--- src/design/srs_pkg.sv ---
// Purpose: Constants and types shared by the system reset sequencer
// Assumes: 50 MHz system clock, 8-bit register port
// Notes:   Times are in ns; cycle counts derive from them
package srs_pkg;

  // ****************************************
  // Clock and time-outs
  // ****************************************
  localparam int CLK_PERIOD_NS = 20;
  localparam int RST_TIMEOUT_NS = 20000;
  localparam int POR_IND_NS = 40000;
  localparam int BO_IND_NS = 30000;
  localparam int WDT_IND_NS = 10000;
  localparam int RST_TIMEOUT_CYC = (RST_TIMEOUT_NS + CLK_PERIOD_NS - 1) / CLK_PERIOD_NS;
  localparam int POR_IND_CYC = (POR_IND_NS + CLK_PERIOD_NS - 1) / CLK_PERIOD_NS;
  localparam int BO_IND_CYC = (BO_IND_NS + CLK_PERIOD_NS - 1) / CLK_PERIOD_NS;
  localparam int WDT_IND_CYC = (WDT_IND_NS + CLK_PERIOD_NS - 1) / CLK_PERIOD_NS;
  localparam int STOP_HOLD_CYC = 4;
  localparam int CNT_W = 16;

  // ****************************************
  // Register map
  // ****************************************
  localparam int ADDR_W = 4;
  localparam int DATA_W = 8;
  localparam int CAUSE_W = 6;
  localparam logic [3:0] OFF_CAUSE = 4'h0;
  localparam logic [3:0] OFF_MASK = 4'h1;
  localparam logic [3:0] OFF_CTRL = 4'h2;
  localparam logic [3:0] OFF_OSC = 4'h3;
  localparam logic [3:0] OFF_STAT = 4'h4;
  localparam int CAUSE_EXT = 0;
  localparam int CAUSE_POR = 1;
  localparam int CAUSE_BO = 2;
  localparam int CAUSE_WDT = 3;
  localparam int CAUSE_DBG = 4;
  localparam int CAUSE_STOP = 5;
  localparam int CTRL_DBGREQ = 0;
  localparam int CTRL_PININD = 1;
  localparam int OSC_SEL_LO = 0;
  localparam int OSC_INTOSC_EN = 2;
  localparam logic [1:0] CLKSEL_INTOSC = 2'h0;
  localparam logic [5:0] CAUSE_RST = 6'h00;
  localparam logic [5:0] MASK_RST = 6'h00;

  typedef enum logic [1:0] {
    SRS_IDLE = 2'b00,
    SRS_ACTIVE = 2'b01,
    SRS_STOPHOLD = 2'b10
  } srs_state_t;

endpackage

--- src/design/srs_top.sv ---
// Purpose: System reset sequencer with cause flags and reset pin indicator
// Assumes: Reset pin arrives asynchronously; other inputs are on mclk
// Notes:   Own registers sit on a plain 8-bit port, read data one cycle late
// Notes on behaviour
// RULE1 Pin low four clocks always resets; code ignores the pin while its own drive, delayed two clocks, is on
// RULE2 Stay in reset while pin held low
// RULE3 Leave reset first edge after pin release
// RULE4 External pin reset sets external cause flag
// RULE5 Pin drives open-drain low during system reset; code releases it when its counts end, clocks before reset is left
// RULE6 Internal event drives pin for source delay
// RULE7 Debug request bit starts system reset
// RULE8 Debug request bit clears during that reset
// RULE9 Debug reset sets watchdog power-on flag
// RULE10 Stop recovery holds CPU four oscillator cycles
// RULE11 Stop recovery touches only cause, oscillator
// RULE12 Stop recovery enables and selects internal oscillator
// RULE13 Time-out and indicator delays are parameters
`timescale 1ns/1ps
module srs_top import srs_pkg::*; #(
  parameter int RST_TIMEOUT = RST_TIMEOUT_CYC,
  parameter int POR_IND = POR_IND_CYC,
  parameter int BO_IND = BO_IND_CYC,
  parameter int WDT_IND = WDT_IND_CYC
) (
  input wire logic mclk,
  input wire logic rst_n,
  input wire logic resetPinIn,
  output logic resetPinOut,
  output logic resetPinOe,
  input wire logic porEvent,
  input wire logic brownoutDetect,
  input wire logic watchdogEvent,
  input wire logic stopEnter,
  input wire logic wakeEvent,
  input wire logic [ADDR_W-1:0] regAddr,
  input wire logic [DATA_W-1:0] regWrData,
  input wire logic regWrEn,
  input wire logic regRdEn,
  output logic [DATA_W-1:0] regRdData,
  output logic sysResetOut,
  output logic cpuResetOut,
  output logic debugUnitReset,
  output logic wdtPorFlagSet,
  output logic intOscEnable,
  output logic [1:0] clkSelect,
  output logic irq
);

  // ****************************************
  // State
  // ****************************************
  typedef struct packed {
    srs_state_t st;
    logic [CNT_W-1:0] cnt;
    logic [CNT_W-1:0] indCnt;
    logic [CAUSE_W-1:0] cause;
    logic [CAUSE_W-1:0] mask;
    logic dbgReq;
    logic dbgInit;
    logic pinIndEn;
    logic intOscEn;
    logic [1:0] clkSel;
    logic inStop;
    logic sync0;
    logic sync1;
    logic oeD1;
    logic oeD2;
    logic wdtPor;
    logic [DATA_W-1:0] rdData;
  } srs_regs_t;

  srs_regs_t s_r;
  srs_regs_t s_nxt;
  logic pinLow;
  logic extLow;
  logic intEvt;
  logic drvOe;
  logic startRst;
  logic quiet;
  logic wakeStart;

  // Pin level seen after two flops; own drive masked out
  assign pinLow = ~s_r.sync1; // RULE1
  assign extLow = pinLow & ~s_r.oeD2;
  assign intEvt = porEvent | brownoutDetect | watchdogEvent;
  assign startRst = intEvt | extLow | s_r.dbgReq;
  assign quiet = ~drvOe & ~s_r.oeD1 & ~s_r.oeD2;
  assign wakeStart = (s_r.st == SRS_IDLE) & ~startRst & s_r.inStop & wakeEvent;

  // Pin driven low while counting, while indicating, or when enabled
  assign drvOe = ((s_r.st == SRS_ACTIVE) && (s_r.cnt != '0)) || (s_r.indCnt != '0) || s_r.pinIndEn; // RULE5 RULE6
  assign resetPinOe = drvOe;
  assign resetPinOut = 1'b0;

  // Outputs decoded from state flops
  assign sysResetOut = (s_r.st == SRS_ACTIVE);
  assign cpuResetOut = (s_r.st != SRS_IDLE); // RULE10
  assign debugUnitReset = (s_r.st == SRS_ACTIVE) & ~s_r.dbgInit; // RULE7
  assign wdtPorFlagSet = s_r.wdtPor;
  assign intOscEnable = s_r.intOscEn;
  assign clkSelect = s_r.clkSel;
  assign regRdData = s_r.rdData;
  assign irq = |(s_r.cause & s_r.mask);

  // ****************************************
  // Next state
  // ****************************************
  always_comb begin
    s_nxt = s_r;
    s_nxt.sync0 = resetPinIn;
    s_nxt.sync1 = s_r.sync0;
    s_nxt.oeD1 = drvOe;
    s_nxt.oeD2 = s_r.oeD1;
    s_nxt.rdData = '0;
    s_nxt.wdtPor = 1'b0;
    // Register reads
    if (regRdEn) begin
      if (regAddr == OFF_CAUSE) begin
        s_nxt.rdData = DATA_W'(s_r.cause);
      end else if (regAddr == OFF_MASK) begin
        s_nxt.rdData = DATA_W'(s_r.mask);
      end else if (regAddr == OFF_CTRL) begin
        s_nxt.rdData = DATA_W'({s_r.pinIndEn, s_r.dbgReq});
      end else if (regAddr == OFF_OSC) begin
        s_nxt.rdData = DATA_W'({s_r.intOscEn, s_r.clkSel});
      end else if (regAddr == OFF_STAT) begin
        s_nxt.rdData = DATA_W'({s_r.inStop, pinLow, s_r.st});
      end
    end
    // Register writes; cause bits clear on writing one
    if (regWrEn) begin
      if (regAddr == OFF_CAUSE) begin
        s_nxt.cause = s_r.cause & ~regWrData[CAUSE_W-1:0];
      end else if (regAddr == OFF_MASK) begin
        s_nxt.mask = regWrData[CAUSE_W-1:0];
      end else if (regAddr == OFF_CTRL) begin
        s_nxt.dbgReq = regWrData[CTRL_DBGREQ];
        s_nxt.pinIndEn = regWrData[CTRL_PININD];
      end else if (regAddr == OFF_OSC) begin
        s_nxt.intOscEn = regWrData[OSC_INTOSC_EN];
        s_nxt.clkSel = regWrData[OSC_SEL_LO +: 2];
      end
    end
    // Indicator delay; a new event reloads it, power-on over brown-out over watchdog
    if (s_r.indCnt != '0) begin
      s_nxt.indCnt = s_r.indCnt - CNT_W'(1);
    end
    if (porEvent) begin
      s_nxt.indCnt = CNT_W'(POR_IND); // RULE6 RULE13
    end else if (brownoutDetect) begin
      s_nxt.indCnt = CNT_W'(BO_IND);
    end else if (watchdogEvent) begin
      s_nxt.indCnt = CNT_W'(WDT_IND);
    end
    // Events set cause bits after any clear so setting wins
    if (extLow) begin
      s_nxt.cause[CAUSE_EXT] = 1'b1; // RULE4
    end
    if (porEvent) begin
      s_nxt.cause[CAUSE_POR] = 1'b1;
    end
    if (brownoutDetect) begin
      s_nxt.cause[CAUSE_BO] = 1'b1;
    end
    if (watchdogEvent) begin
      s_nxt.cause[CAUSE_WDT] = 1'b1;
    end
    // Sequencer
    case (s_r.st)
      SRS_ACTIVE: begin
        // Counter starts at the full time-out so the pin is held that many cycles
        if (intEvt) begin
          s_nxt.cnt = CNT_W'(RST_TIMEOUT); // RULE13
        end else if (s_r.cnt != '0) begin
          s_nxt.cnt = s_r.cnt - CNT_W'(1);
        end else if (quiet && !pinLow) begin
          s_nxt.st = SRS_IDLE; // RULE2 RULE3
          s_nxt.wdtPor = s_r.dbgInit; // RULE9
          s_nxt.dbgInit = 1'b0;
        end
      end
      SRS_STOPHOLD: begin
        if (s_r.cnt != '0) begin
          s_nxt.cnt = s_r.cnt - CNT_W'(1); // RULE10
        end else begin
          s_nxt.st = SRS_IDLE;
        end
      end
      default: begin
        if (stopEnter) begin
          s_nxt.inStop = 1'b1;
        end
      end
    endcase
    // Stop recovery changes only cause and oscillator state
    if (wakeStart) begin
      s_nxt.st = SRS_STOPHOLD; // RULE11
      s_nxt.cnt = CNT_W'(STOP_HOLD_CYC - 1);
      s_nxt.inStop = 1'b0;
      s_nxt.cause[CAUSE_STOP] = 1'b1;
      s_nxt.intOscEn = 1'b1; // RULE12
      s_nxt.clkSel = CLKSEL_INTOSC;
    end
    // Any reset source starts the system reset from idle or stop hold
    if (startRst && (s_r.st != SRS_ACTIVE)) begin
      s_nxt.st = SRS_ACTIVE; // RULE2 RULE7
      s_nxt.cnt = CNT_W'(RST_TIMEOUT);
      // Debug unit is spared only when the debug request alone started it
      s_nxt.dbgInit = s_r.dbgReq & ~intEvt & ~extLow;
      s_nxt.dbgReq = 1'b0; // RULE8
      s_nxt.pinIndEn = 1'b0;
      s_nxt.inStop = 1'b0;
      s_nxt.intOscEn = 1'b1;
      s_nxt.clkSel = CLKSEL_INTOSC;
      if (s_r.dbgReq) begin
        s_nxt.cause[CAUSE_DBG] = 1'b1;
      end
    end
    if (!rst_n) begin
      s_nxt = '0;
      s_nxt.st = SRS_IDLE;
      s_nxt.sync0 = 1'b1;
      s_nxt.sync1 = 1'b1;
      s_nxt.cause = CAUSE_RST;
      s_nxt.mask = MASK_RST;
      s_nxt.intOscEn = 1'b1;
      s_nxt.clkSel = CLKSEL_INTOSC;
    end
  end

  // State register
  always_ff @(posedge mclk) begin
    s_r <= s_nxt;
  end
endmodule

--- config.mk ---
export PLATFORM = sky130hd
export DESIGN_NAME = srs_top
export DESIGN_NICKNAME = d
export VERILOG_FILES = /design/src/design/srs_pkg.sv /design/src/design/srs_top.sv
export SDC_FILE = /design/constraint.sdc
export NUM_CORES = 1
export LEC_CHECK = 0
export BUFFER_PORTS_ARGS = -buffer_cell sky130_fd_sc_hd__buf_4
export CORE_ASPECT_RATIO = 0.8
export CORE_MARGIN = 8
export CORE_UTILIZATION = 58
export DETAILED_ROUTE_END_ITERATION = 12
export GPL_TIMING_DRIVEN = 0
export PLACE_DENSITY_LB_ADDON = 0.25
export SETUP_SLACK_MARGIN = 0.1
export SYNTH_ARGS = -nofsm -noshare
export SYNTH_HDL_FRONTEND = slang
export SYNTH_SLANG_ARGS = --single-unit
--- constraint.sdc ---
create_clock -name mclk -period 2.45 [get_ports mclk]
set_clock_uncertainty 0.1 [all_clocks]
set_input_delay 0 -clock mclk [delete_from_list [all_inputs] [get_ports mclk]]
set_output_delay 0 -clock mclk [all_outputs]
set_load 0.01 [all_outputs]
==> results.py <==
metrics = {
    "yosys": {
        "synth-edff-count": 0,
        "synth_cell_type_count": 56,
        "ys_warn_count": 0,
        "synth_top_area_share_pct": 38.3,
        "async_flop_share_pct": 0,
        "seq_area_frac_synth_pct": 38.3,
        "ys_ff_latch": 64,
        "synthTopCellsByCount": "dfxtp_1 (64), nor2_1 (50), nand2_1 (38)",
        "synthFlopType": "dfxtp_1",
        "synth.most_common_cell": "dfxtp_1",
        "syn_area_per_cell_um2": 8.07,
        "synthTopCellsByArea": "dfxtp_1 (38%), nor2_1 (5.6%), a21oi_1 (4.6%), nand2_1 (4.3%), xnor2_1 (3.1%)",
        "synth_top_area_cell": "dfxtp_1",
        "syn_inst": 415,
        "syn_area_mm2": 0.00335,
    },
    "worst_setup_path": {
        "path_class": "reg -> out",
        "cp-end-kind": "output pin",
        "critPathLaunchType": "flip-flop",
        "critPathMaxFanout": 8,
        "cp.required_ns": 2.35,
        "crit_arrival_ns": 2.24,
    },
    "sta": {
        "drv_slew": 0,
        "slew_headroom_pct": 45.1,
        "rsz0062_at_grt": "true",
        "worst_pin_slew_ns": 0.822,
        "period_minus_slack_ns": 2.34,
        "setup_violations": 0,
        "tns_ns": 0,
        "hold_ws_ns": 0.0362,
        "period_share_pct": 95.4,
        "max_freq_ghz": 0.428,
        "hold_viol": 0,
    },
    "clocking": {
        "cts_tree": "built",
        "clock_path_buffers": 2,
        "clk_pin_slew_ns": 0.07,
        "htreeDepth": 3,
        "clkLatencyLatePin_ns": 0.35,
        "cts_buffers": 9,
        "cts_root_buf": "clkbuf_8",
        "clkSinkCount": 64,
    },
    "power": {
        "p_total_mw": 2.73,
        "powerDensity_mw_per_mm2": 654,
        "p_comb_share_pct": 26.4,
        "pwr-share-clk_pct": 30.4,
        "p_switching_mw": 0.938,
        "leakage_nw": 1.55,
        "internal-power_mw": 1.79,
        "pwr-share-seq_pct": 43.3,
        "irDropWorstVdd_mv": 0.393,
        "switching_share_pct": 34.3,
    },
    "floorplanning": {
        "core_mm2": 0.00553,
        "row_count": 24,
        "ioPinCount": 40,
        "initial_core_util_pct": 60.6,
        "fp.dieH_um": 84.0,
        "die_w_um": 101,
        "die_area_mm2": 0.00848,
    },
    "finish": {
        "diodes": 0,
        "drive_gt1_share_pct": 19.3,
        "stdcell_count": 561,
        "nets": 507,
        "area.growth.synth_to_final_pct": 24.8,
        "stdcell_area_mm2": 0.00418,
    },
    "place": {
        "dp_cells": 526,
        "dp.final_hpwl_mm": 6.23,
        "gp_congestion": 0.910,
        "detailed_place.area_mm2": 0.00369,
        "port_buffers": 31,
    },
    "global_route": {
        "grt_pass1_wl_mm": 14.4,
        "grt_use_total_pct": 21.1,
        "antenna_found_initial": 0,
        "grt_overflow_total": 0,
        "grt_pass1_vias": 3047,
        "grt_start_max_net_pins": 13,
    },
    "route": {
        "routed_wl_mm": 8.91,
        "via_count": 3339,
        "first_iter_violations": 300,
        "first_pass_iters": 5,
        "wire_per_inst_um": 15.9,
        "drc": 0,
        "viasPerCell": 5.95,
        "ant_nets": 0,
    },
    "worst_hold_path": {
        "min_path_type": "in -> reg",
    },
    "job": {
        "max_cap_violations": 0,
    },
    "outcome": {
        "outcome": "completed",
    },
}
[repair_timing]
item                                   4_1_cts  5_1_grt
setup endpoints to repair                   11       23
setup buffers                                0        2
pin swaps                                    1        2
endpoints found under the hold margin       34        0
gates resized for setup                      4       23
hold buffers                                18        0
[state kept, by name (all words and copies together), names as in the netlist]
name	count
clkSelect	2
s_r	54
wdtPorFlagSet	1
regRdData	6
intOscEnable	1
[logic make-up after synthesis]
| logic type | synth area share, % |
|---|---|
| AND/OR/NAND/NOR | 30.6 |
| buffers and inverters | 6.09 |
| AO/OA/AOI/OAI | 16.0 |
| flip-flops | 38.3 |
| adder cells (fa/ha/maj) | 2.61 |
| multiplexers | 0.897 |
| XOR/XNOR | 5.49 |
| other | 0.112 |
[power groups by stage]
stage,Clock (mW),Combinational (mW),Sequential [mW]
after detailed placement,0,0.640,1.19
final,0.830,0.720,1.18
after global routing,0.884,0.787,1.19
after global placement,0,0.634,1.19
after CTS,0.844,0.680,1.17
after floorplan,0,0.459,1.17
[worst paths after layout]
kind	from	endpoint	slack, ns	cells past startpoint
setup reg to reg	s_r[40]	s_r[38]	0.19	6
hold reg to reg	s_r[12]	s_r[11]	0.31	1
hold / removal	regWrEn	intOscEnable	0.04	4
setup / recovery	s_r[50]	resetPinOe	0.11	5
[worst max-delay path: stages (launching register included)]
cell     delay, ns
dfxtp_1       0.37
or4_4         0.58
nor3_4        0.24
nand3_2       0.18
a211o_1       0.37
buf_4         0.15
[routing by layer]
metal	vias to the layer above	global-route usage, %	wire (µm)
met2	172	31.7	3970
met5	-	0	0
li1	1609	-	-
met1	1540	26.4	3940
met4	0	7.69	166
met3	18	8.33	836
[cell usage in the layout, fill, tap and decap left out, drive strengths merged, types with 5 or more instances in the layout]
cell type / netlist / layout
dfxtp: 64 / 64
nor2: 50 / 50
buf: 12 / 45
nand2: 38 / 38
a21oi: 31 / 31
clkbuf: 16 / 25
nand3: 19 / 19
dlygate4sd3: 0 / 17
o21ai: 17 / 17
inv: 14 / 15
nor4: 15 / 15
nor3: 14 / 14
xnor2: 12 / 12
xor2: 9 / 9
a31oi: 7 / 7
ha: 7 / 7
or3: 6 / 6
a22oi: 6 / 6
nand4: 6 / 6
nand2b: 6 / 6
or4: 6 / 6
nand3b: 5 / 5
nor4b: 5 / 5
clkinv: 1 / 5
[per-stage QoR]
| stage | util, % | setup slack [ns] |
|---|---|---|
| final | 75.6 | 0.112 |
| after global routing | 75.6 | 0.0193 |
| after CTS | 73.7 | 0.0295 |
| after detailed placement | 66.7 | -0.000171 |
| after global placement | 66.7 | 0.000515 |
| after floorplan | - | 0.333 |
[cell type report]
cell class                      count  area, µm²
Buffer                             27        149
Clock buffer                       10        138
Clock inverter                      6       43.8
Fill cell                         399       1350
Inverter                           15       56.3
Multi-Input combinational cell    310       1980
Sequential cell                    64       1280
Tap cell                           78       97.6
Timing Repair Buffer               51        430
No activity file was read; power rests on OpenSTA's default activity.
